--- config.mk ---
export PLATFORM = sky130hd
export DESIGN_NAME = plrs_sequencer
export DESIGN_NICKNAME = d
export VERILOG_FILES = /design/src/logic/plrs_pkg.sv /design/src/logic/plrs_ms_timer.sv /design/src/logic/plrs_sequencer.sv
export SDC_FILE = /design/constraint.sdc
export NUM_CORES = 1
export LEC_CHECK = 0
export BUFFER_PORTS_ARGS = -buffer_cell sky130_fd_sc_hd__clkbuf_2
export CAP_MARGIN = 10
export CORE_MARGIN = 3
export CORE_UTILIZATION = 30
export CTS_CLUSTER_SIZE = 20
export DETAILED_ROUTE_END_ITERATION = 10
export PLACE_DENSITY = 0.48
export SYNTH_ARGS = -nofsm -noshare
export SYNTH_HDL_FRONTEND = slang
export SYNTH_HIERARCHICAL = 1
export SYNTH_SLANG_ARGS = --single-unit
--- constraint.sdc ---
create_clock -name sys_clk -period 7.87 [get_ports sys_clk]
set_clock_uncertainty 0.05 [all_clocks]
set_input_delay 1.574 -clock sys_clk [delete_from_list [all_inputs] [get_ports sys_clk]]
set_output_delay 1.574 -clock sys_clk [all_outputs]
set_load 0.01 [all_outputs]
--- src/logic/plrs_pkg.sv ---
// Constants, enumerations and carrier structs for the power loss restart sequencer.
// Assumes a single 250 MHz controller clock with a synchronous active-high reset.
package plrs_pkg;

    // Clock period and the millisecond tick derived from it.
    localparam int CLK_PERIOD_NS = 4;
    localparam int MS_NS = 1000000;
    localparam int CYCLES_PER_MS_DEF = MS_NS / CLK_PERIOD_NS;
    localparam int TICK_W = 20;

    // Wait window for a run command after the ready-to-run state.
    localparam int RUN_WAIT_S = 2;
    localparam logic [15:0] RUN_WAIT_MS = 16'(RUN_WAIT_S * 1000);

    // Mode selection codes for the power loss restart mode.
    localparam logic [2:0] MODE_TRIP_NOW = 3'h0;
    localparam logic [2:0] MODE_TRIP_RECOVER = 3'h1;
    localparam logic [2:0] MODE_DECEL_TRIP = 3'h2;
    localparam logic [2:0] MODE_RESTART_SAVED = 3'h4;
    localparam logic [2:0] MODE_RESTART_START = 3'h5;

    // Run command source codes; 2 and 3 fix the rotation direction.
    localparam logic [1:0] SRC_KEYPAD_TERM = 2'h0;
    localparam logic [1:0] SRC_FIXED_FWD = 2'h2;
    localparam logic [1:0] SRC_FIXED_REV = 2'h3;

    // Frequency fall rate in units of 0.01 Hz/s; 0.00 and 999 are special codes.
    localparam logic [16:0] FALL_FOLLOW_DECEL = 17'h00000;
    localparam logic [16:0] FALL_PI_CODE = 17'h1863C;

    // Reset values.
    localparam logic [15:0] FREQ_RST = 16'h0000;
    localparam logic [15:0] COUNT_RST = 16'h0000;
    localparam logic [TICK_W-1:0] TICK_RST = 20'h00000;

    typedef enum logic [1:0] {FALL_DECEL_TIME, FALL_SET_RATE, FALL_FIXED_PI} plrs_fall_type;

    typedef enum logic [3:0] {
        ST_STOP, ST_RUN, ST_DECEL, ST_LOST, ST_CHARGE, ST_WAIT_RUN, ST_LIMIT, ST_ACCEL, ST_TRIP
    } plrs_state_type;

    // Configuration settings of the sequencer; restart_delay_time is in milliseconds.
    typedef struct packed {
        logic [2:0] power_loss_restart_mode;
        logic [1:0] run_command_source;
        logic [16:0] frequency_fall_rate;
        logic [15:0] starting_frequency_setting;
        logic [15:0] restart_delay_time;
    } plrs_cfg_type;

    // Supply observations from the DC link monitor.
    typedef struct packed {
        logic below_uv;
        logic below_cont;
        logic charge_done;
    } plrs_mains_type;

endpackage

--- src/logic/plrs_ms_timer.sv ---
// Millisecond down-counter with a sticky done flag.
// Assumes a one-cycle tick every millisecond from the parent.
module plrs_ms_timer
(
    input wire logic sys_clk,
    input wire logic reset,
    input wire logic start,
    input wire logic [15:0] load_ms,
    input wire logic tick,
    output logic done_q
);
    import plrs_pkg::*;

    logic [15:0] count_q;
    logic busy_q;

    // A new start always wins, so a fresh failure restarts the measurement.
    always_ff @(posedge sys_clk)
    begin
        if (reset)
        begin
            count_q <= COUNT_RST;
            busy_q <= 1'b0;
            done_q <= 1'b0;
        end
        else if (start)
        begin
            count_q <= load_ms;
            busy_q <= 1'b1;
            done_q <= 1'b0;
        end
        // The first tick after a start may come at once, so one tick more than the
        // load is counted; the full span then always passes before done rises.
        else if (busy_q && tick && count_q == COUNT_RST)
        begin
            busy_q <= 1'b0;
            done_q <= 1'b1;
        end
        else if (busy_q && tick)
        begin
            count_q <= count_q - 16'h0001;
        end
    end

endmodule

--- src/logic/plrs_sequencer.sv ---
// Power loss restart sequencer: trip, decelerate or restart after a mains dip.
// Assumes synchronous inputs from the DC link monitor, the run sources and the power stage.
module plrs_sequencer
#(
    parameter int unsigned CYCLES_PER_MS = plrs_pkg::CYCLES_PER_MS_DEF
)
(
    input wire logic sys_clk,
    input wire logic reset,
    input plrs_pkg::plrs_cfg_type cfg,
    input plrs_pkg::plrs_mains_type mains,
    input wire logic keypad_run_command,
    input wire logic forward_run_command,
    input wire logic reverse_run_command,
    input wire logic coast_stop_command,
    input wire logic alarm_reset,
    input wire logic decel_done,
    input wire logic speed_matched,
    input wire logic [15:0] output_freq,
    output logic output_enable_q,
    output logic uv_alarm_q,
    output logic decel_stop_q,
    output logic restart_pending_q,
    output logic restart_start_q,
    output logic limit_active_q,
    output logic accel_back_q,
    output plrs_pkg::plrs_fall_type fall_mode_q,
    output logic [15:0] freq_cmd_q,
    output logic [15:0] saved_freq_q
);
    import plrs_pkg::*;

    plrs_state_type state_q, state_d;
    logic [TICK_W-1:0] tick_cnt_q;
    logic tick_q;
    logic run_seen_q;
    logic dly_done, wait_done;
    logic ev_fail, ev_restart, ev_cancel, ev_alarm, ev_start;
    logic run_present, fixed_src, restart_mode, enter_wait;

    assign run_present = keypad_run_command | forward_run_command | reverse_run_command;
    assign fixed_src = cfg.run_command_source == SRC_FIXED_FWD ||
                       cfg.run_command_source == SRC_FIXED_REV;
    assign restart_mode = cfg.power_loss_restart_mode == MODE_RESTART_SAVED ||
                          cfg.power_loss_restart_mode == MODE_RESTART_START;
    assign enter_wait = state_d == ST_WAIT_RUN && state_q != ST_WAIT_RUN;

    // Millisecond tick; the period is a parameter so simulation can shorten it.
    always_ff @(posedge sys_clk)
    begin
        if (reset || tick_cnt_q == TICK_W'(CYCLES_PER_MS - 1))
            tick_cnt_q <= TICK_RST;
        else
            tick_cnt_q <= tick_cnt_q + 20'h00001;
    end

    always_ff @(posedge sys_clk)
    begin
        if (reset)
            tick_q <= 1'b0;
        else
            tick_q <= tick_cnt_q == TICK_W'(CYCLES_PER_MS - 1);
    end

    // Restart delay runs from the failure itself, not from power return.
    plrs_ms_timer delay_timer
    (
        .sys_clk(sys_clk),
        .reset(reset),
        .start(ev_fail),
        .load_ms(cfg.restart_delay_time),
        .tick(tick_q),
        .done_q(dly_done)
    );

    // The run command window opens on entry to ready-to-run.
    plrs_ms_timer wait_timer
    (
        .sys_clk(sys_clk),
        .reset(reset),
        .start(enter_wait),
        .load_ms(RUN_WAIT_MS),
        .tick(tick_q),
        .done_q(wait_done)
    );

    // Sequencer decisions. Illegal mode codes fall back to the safest action, an immediate trip.
    always_comb
    begin
        state_d = state_q;
        ev_fail = 1'b0;
        ev_restart = 1'b0;
        ev_cancel = 1'b0;
        ev_alarm = 1'b0;
        ev_start = 1'b0;
        unique case (state_q)
            ST_STOP:
                if (run_present && !coast_stop_command && !mains.below_uv && mains.charge_done)
                begin
                    ev_start = 1'b1;
                    state_d = ST_RUN;
                end
            ST_RUN:
                if (coast_stop_command || !run_present)
                    state_d = ST_STOP;
                else if (cfg.power_loss_restart_mode == MODE_DECEL_TRIP && mains.below_cont)
                    state_d = ST_DECEL;
                else if (mains.below_uv)
                begin
                    ev_fail = 1'b1;
                    if (cfg.power_loss_restart_mode == MODE_TRIP_RECOVER || restart_mode)
                        state_d = ST_LOST;
                    else
                    begin
                        ev_alarm = 1'b1;
                        state_d = ST_TRIP;
                    end
                end
            ST_DECEL:
                if (decel_done)
                begin
                    ev_alarm = 1'b1;
                    state_d = ST_TRIP;
                end
            ST_LOST:
                if (restart_pending_q && coast_stop_command)
                begin
                    ev_cancel = 1'b1;
                    state_d = ST_STOP;
                end
                else if (!mains.below_uv && !restart_pending_q)
                begin
                    ev_alarm = 1'b1;
                    state_d = ST_TRIP;
                end
                else if (!mains.below_uv)
                    state_d = ST_CHARGE;
            ST_CHARGE:
                if (coast_stop_command)
                begin
                    ev_cancel = 1'b1;
                    state_d = ST_STOP;
                end
                else if (mains.below_uv)
                    state_d = ST_LOST;
                else if (mains.charge_done)
                    state_d = ST_WAIT_RUN;
            ST_WAIT_RUN:
                if (coast_stop_command)
                begin
                    ev_cancel = 1'b1;
                    state_d = ST_STOP;
                end
                else if (mains.below_uv)
                    state_d = ST_LOST;
                else if ((run_seen_q || (run_present && !wait_done)) && dly_done)
                begin
                    ev_restart = 1'b1;
                    if (cfg.power_loss_restart_mode == MODE_RESTART_SAVED)
                        state_d = ST_LIMIT;
                    else
                        state_d = ST_RUN;
                end
                else if (wait_done && !run_seen_q)
                begin
                    ev_cancel = 1'b1;
                    state_d = ST_STOP;
                end
            ST_LIMIT:
                if (coast_stop_command)
                    state_d = ST_STOP;
                else if (speed_matched)
                    state_d = ST_ACCEL;
            ST_ACCEL:
                if (coast_stop_command)
                    state_d = ST_STOP;
                else if (output_freq >= saved_freq_q)
                    state_d = ST_RUN;
            ST_TRIP:
                if (alarm_reset)
                    state_d = ST_STOP;
            default:
                state_d = ST_STOP;
        endcase
    end

    always_ff @(posedge sys_clk)
    begin
        if (reset)
            state_q <= ST_STOP;
        else
            state_q <= state_d;
    end

    // A run command seen inside the window is kept until the delay allows the restart.
    always_ff @(posedge sys_clk)
    begin
        if (reset || state_d != ST_WAIT_RUN)
            run_seen_q <= 1'b0;
        else if (enter_wait && fixed_src)
            run_seen_q <= 1'b1;
        else if (run_present && !wait_done)
            run_seen_q <= 1'b1;
    end

    // Pending flag; a new failure wins over a same-cycle clear.
    always_ff @(posedge sys_clk)
    begin
        if (reset)
            restart_pending_q <= 1'b0;
        else if (ev_fail && restart_mode)
            restart_pending_q <= 1'b1;
        else if (ev_restart || ev_cancel)
            restart_pending_q <= 1'b0;
    end

    // Alarm is held until reset by software; a new alarm wins over the reset.
    always_ff @(posedge sys_clk)
    begin
        if (reset)
            uv_alarm_q <= 1'b0;
        else if (ev_alarm)
            uv_alarm_q <= 1'b1;
        else if (alarm_reset)
            uv_alarm_q <= 1'b0;
    end

    // Frequency in use at the failure moment.
    always_ff @(posedge sys_clk)
    begin
        if (reset)
            saved_freq_q <= FREQ_RST;
        else if (ev_fail)
            saved_freq_q <= output_freq;
    end

    // Target frequency for the frequency generator.
    always_ff @(posedge sys_clk)
    begin
        if (reset)
            freq_cmd_q <= FREQ_RST;
        else if (ev_restart && cfg.power_loss_restart_mode == MODE_RESTART_SAVED)
            freq_cmd_q <= saved_freq_q;
        else if (ev_restart || ev_start)
            freq_cmd_q <= cfg.starting_frequency_setting;
    end

    // Output stage control and phase indicators follow the next state; restart_start_q follows the restart event.
    always_ff @(posedge sys_clk)
    begin
        if (reset)
        begin
            output_enable_q <= 1'b0;
            decel_stop_q <= 1'b0;
            limit_active_q <= 1'b0;
            accel_back_q <= 1'b0;
            restart_start_q <= 1'b0;
        end
        else
        begin
            output_enable_q <= state_d inside {ST_RUN, ST_DECEL, ST_LIMIT, ST_ACCEL};
            decel_stop_q <= state_d == ST_DECEL;
            limit_active_q <= state_d == ST_LIMIT;
            accel_back_q <= state_d == ST_ACCEL;
            restart_start_q <= ev_restart;
        end
    end

    // Fall rate selection for the current limiter during restart.
    always_ff @(posedge sys_clk)
    begin
        if (reset)
            fall_mode_q <= FALL_DECEL_TIME;
        else if (cfg.frequency_fall_rate == FALL_FOLLOW_DECEL)
            fall_mode_q <= FALL_DECEL_TIME;
        else if (cfg.frequency_fall_rate == FALL_PI_CODE)
            fall_mode_q <= FALL_FIXED_PI;
        else
            fall_mode_q <= FALL_SET_RATE;
    end

    trip_now_a: assert property (@(posedge sys_clk) disable iff (reset)
        state_q == ST_RUN && run_present && !coast_stop_command && mains.below_uv &&
        !mains.below_cont && cfg.power_loss_restart_mode == MODE_TRIP_NOW
        |=> uv_alarm_q && !output_enable_q)
        else $error("Immediate trip did not alarm and disable output.");

    recover_trip_a: assert property (@(posedge sys_clk) disable iff (reset)
        state_q == ST_RUN && run_present && !coast_stop_command && mains.below_uv &&
        cfg.power_loss_restart_mode == MODE_TRIP_RECOVER
        |=> !uv_alarm_q && !output_enable_q && state_q == ST_LOST)
        else $error("Trip after recovery alarmed or drove during the dip.");

    recover_alarm_a: assert property (@(posedge sys_clk) disable iff (reset)
        state_q == ST_LOST && !restart_pending_q && !mains.below_uv
        |=> uv_alarm_q && !output_enable_q)
        else $error("Trip after recovery did not alarm on power return.");

    decel_alarm_a: assert property (@(posedge sys_clk) disable iff (reset)
        state_q == ST_DECEL && decel_done |=> uv_alarm_q && !decel_stop_q)
        else $error("Decelerate to stop did not end in an alarm.");

    saved_freq_a: assert property (@(posedge sys_clk) disable iff (reset)
        $rose(restart_pending_q) |-> saved_freq_q == $past(output_freq) && !output_enable_q)
        else $error("Failure frequency not stored.");

    resume_freq_a: assert property (@(posedge sys_clk) disable iff (reset)
        restart_start_q && $past(cfg.power_loss_restart_mode) == MODE_RESTART_SAVED
        |-> freq_cmd_q == saved_freq_q && limit_active_q)
        else $error("Saved frequency restart used a wrong frequency.");

    start_freq_a: assert property (@(posedge sys_clk) disable iff (reset)
        restart_start_q && $past(cfg.power_loss_restart_mode) == MODE_RESTART_START
        |-> freq_cmd_q == $past(cfg.starting_frequency_setting))
        else $error("Starting frequency restart used a wrong frequency.");

    fail_running_a: assert property (@(posedge sys_clk) disable iff (reset)
        $rose(restart_pending_q) |-> $past(state_q) == ST_RUN)
        else $error("Failure recognised while not running.");

    delay_first_a: assert property (@(posedge sys_clk) disable iff (reset)
        restart_start_q |-> $past(dly_done) && !restart_pending_q)
        else $error("Restart began before the restart delay.");

    wait_cancel_a: assert property (@(posedge sys_clk) disable iff (reset)
        state_q == ST_WAIT_RUN && wait_done && !run_seen_q && !coast_stop_command &&
        !mains.below_uv |=> state_q == ST_STOP && !restart_pending_q)
        else $error("Missing run command did not cancel the restart.");

    coast_cancel_a: assert property (@(posedge sys_clk) disable iff (reset)
        state_q inside {ST_LOST, ST_CHARGE, ST_WAIT_RUN} && restart_pending_q &&
        coast_stop_command |=> !restart_pending_q && state_q == ST_STOP)
        else $error("Coast stop did not cancel the restart.");

    fixed_src_a: assert property (@(posedge sys_clk) disable iff (reset)
        state_q == ST_CHARGE && state_d == ST_WAIT_RUN && fixed_src |=> run_seen_q)
        else $error("Fixed direction source did not retain the run state.");

    limit_accel_a: assert property (@(posedge sys_clk) disable iff (reset)
        limit_active_q && speed_matched && !coast_stop_command |=> accel_back_q && output_enable_q)
        else $error("Speed match did not start acceleration back.");

endmodule

==> metrics.yaml <==
die:
  die-width_um: 144
  start_util_pct: 31.2
  rows: 49
  die-area_um2: 20900
  ios: 123
  core-area_um2: 18400
  die_h_um: 144
sta:
  finalHoldViolations: 0
  fin_crit_sh_pct: 61.9
  setup-violations-final: 0
  worst_slew_pin_slew_ps: 1020
  finalSetupTns_ps: 0
  fmaxAchievable_ghz: 0.205
  hold_slack_ps: 414
  period_needed_ps: 4870
  rsz0062_at_grt: "false"
  max_slew_margin_pct: 31.4
  drv_slew: 0
clocking:
  cts_buffers: 9
  cts_hold_buf: 0
  clock-root-buffer: "clkbuf_16"
  cts.sinks: 103
  ctsResizeCount: 0
  htree_num_levels: 3
  clkLatencyLatePin_ps: 350
  path_clk_slew_ps: 70
  clk_path_buf_depth: 2
  cts_tree: "done"
  postCtsSetupBuffers: 0
drt:
  drtIter0Drc: 239
  wire_per_inst_um: 15.6
  final_antenna_net_count: 0
  vias_per_cell: 5.31
  vias: 5577
  routed_wl_um: 16400
  drt_pre_antenna_iters: 5
  drc: 0
critical_path:
  cp_max_fo: 40
  critical_path_arrival_ps: 5090
  r2r-start: "saved_freq_q[0]$_SDFFE_PP0P_"
  reg2regPathDepth: 11
  startpoint_type: "input pin"
  rrSetupSlack_ps: 4030
  path_class: "input pin to flip-flop"
  crit_required_ps: 8090
  r2r-end: "wait_timer/count_q[10]$_SDFFE_PP0P_"
  cp-end-kind: "flip-flop"
global_routing:
  grt_pass1_wl_um: 26300
  antenna_found_initial: 0
  grt_usage_pct: 15.6
  grt_overflow: 0
  grt_pass1_vias: 5337
  grt_max_degree: 79
hold_path:
  min_from: "tick_cnt_q[0]$_SDFF_PP0_"
  hold_path_depth: 1
  hp-class: "flip-flop to flip-flop"
  min_to: "tick_cnt_q[0]$_SDFF_PP0_"
layout:
  drive_gt1_share_pct: 21.8
  fillers: 1935
  nNetsFinal: 918
  syn_to_final_growth_pct: 18.9
  diodes: 0
  design_area_um2: 6830
  final_cells: 1051
run:
  drv_cap: 0
synthesis:
  muxShareOfSynthArea_pct: 0.370
  synth-main-ff-cell: "dfxtp_1"
  synth_top_family_by_area: "simple AND/OR/NAND/NOR gates"
  synth_area_per_cell_um2: 8.16
  synth.distinct_cells: 75
  yosysTopAreaCellShare_pct: 35.9
  yosys-top-cells-area: "dfxtp_1, nor2_1, a21oi_1"
  synthArstFlopShare_pct: 0
  yosys.area_share.xor_xnor_pct: 2.44
  synthCells: 704
  yosys.cell_count.top_type: "dfxtp_1"
  ys_warn_count: 6
  synth_largest_area_cell: "dfxtp_1"
  synth-simple-area-share_pct: 28.9
  ys_ff_latch: 103
  synth_fa_ha_area_share_pct: 4.14
  synth_commonest_cells: "dfxtp_1, nor2_1, nand2_1, a21oi_1, inv_1"
  synth_compound_area_share_pct: 22.1
  synth-seq-area-share_pct: 35.9
  synth_edf_count: 0
  netlist_area_um2: 5750
pwr:
  p_leak_nw: 2.61
  irDropWorstVdd_mv: 0.106
  power_density_nw_per_um2: 159
place:
  port_buffers: 121
  placed_cells: 1035
  place_area_um2: 6550
  gp_congestion: 0.826
  hpwl_um: 11900
status:
  status: "complete, no violations"
cell usage in the layout (no fill, tap or decap), types with 8 or more instances in the layout:
master	instances
clkbuf_2	120
dfxtp_1	103
nor2_1	98
nand2_1	56
a21oi_1	52
inv_1	42
o21ai_0	21
nor4_1	21
ha_1	19
nand4_1	17
nor3_1	17
conb_1	16
a311oi_1	15
a211oi_2	15
nand3_1	13
or4_1	13
a211oi_1	9
and4_1	9
clkbuf_16	9
a2111oi_0	8
o31ai_1	8
xnor2_1	8
xor2_1	8
through the flow:
step | power [mW] | util [%] | setup slack [ps]
finish | 1.09 | 37.1 | 3000
global route | 1.14 | 37.1 | 2580
CTS | 1.11 | 37.1 | 2990
detailed placement | 0.664 | 35.6 | 2630
global placement | 0.661 | 35.6 | 2680
floorplan | 0.616 | - | 3780
flip-flops by register name, summed over array words and instances, names as in the netlist, 2 cells and up:
name                 flops
tick_cnt_q              20
delay_timer/count_q     16
freq_cmd_q              16
saved_freq_q            16
wait_timer/count_q      16
state_q                  4
fall_mode_q              2
critical path: stages:
cell	delay [ps]
clkbuf_2	100
or3_1	460
nand4_1	190
or2_1	650
clkinv_2	740
inv_1	720
o21ai_0	190
a211o_1	250
a211oi_1	200
kinds of logic after synthesis:
logic type / after synthesis
other: 2
adders and majority gates: 19
buffers and inverters: 81
DFF: 103
AOI/OAI and AO/OA: 175
xor gates and xnor gates: 16
and+or+nand+nor: 306
muxes: 2
metal layers:
metal  vias to the layer above  global-route usage (%)  part of all wire [%]
li1                       2811                       -                     -
met1                      2626                    19.9                    46
met2                       122                    25.8                    47
met3                        18                    3.90                   5.0
met4                         0                    5.20                   2.1
met5                         -                       0                     0
report_power, final:
group	total (mW)	switching [mW]	internal, mW
sequential	0.538	0.00773	0.530
clock	0.438	0.205	0.233
combinational	0.113	0.0669	0.0462
total	1.09	0.280	0.809
layout make-up:
cell class,instances,area (µm²),share of cell area (%)
clock inverter,4,28.8,0.421
tap,229,287,4.19
multi-input combinational,534,3400,49.7
clock buffer,12,256,3.75
timing repair buffer,125,636,9.30
sequential,103,2060,30.2
inverter,44,166,2.44
worst max-delay path by stage:
| stage | start | to | slack, ps | cells past startpoint |
|---|---|---|---|---|
| floorplan | output_freq[0] | wait_timer/count_q[7]$_SDFFE_PP0P_ | 3780 | 12 |
| global placement | forward_run_command | delay_timer/count_q[3]$_SDFFE_PP0P_ | 2680 | 9 |
| detailed placement | forward_run_command | delay_timer/count_q[3]$_SDFFE_PP0P_ | 2630 | 9 |
| CTS | forward_run_command | delay_timer/count_q[3]$_SDFFE_PP0P_ | 2990 | 9 |
| global route | forward_run_command | delay_timer/count_q[3]$_SDFFE_PP0P_ | 2580 | 9 |
| finish | forward_run_command | delay_timer/count_q[3]$_SDFFE_PP0P_ | 3000 | 9 |
No activity file was read; power rests on OpenSTA's default activity.
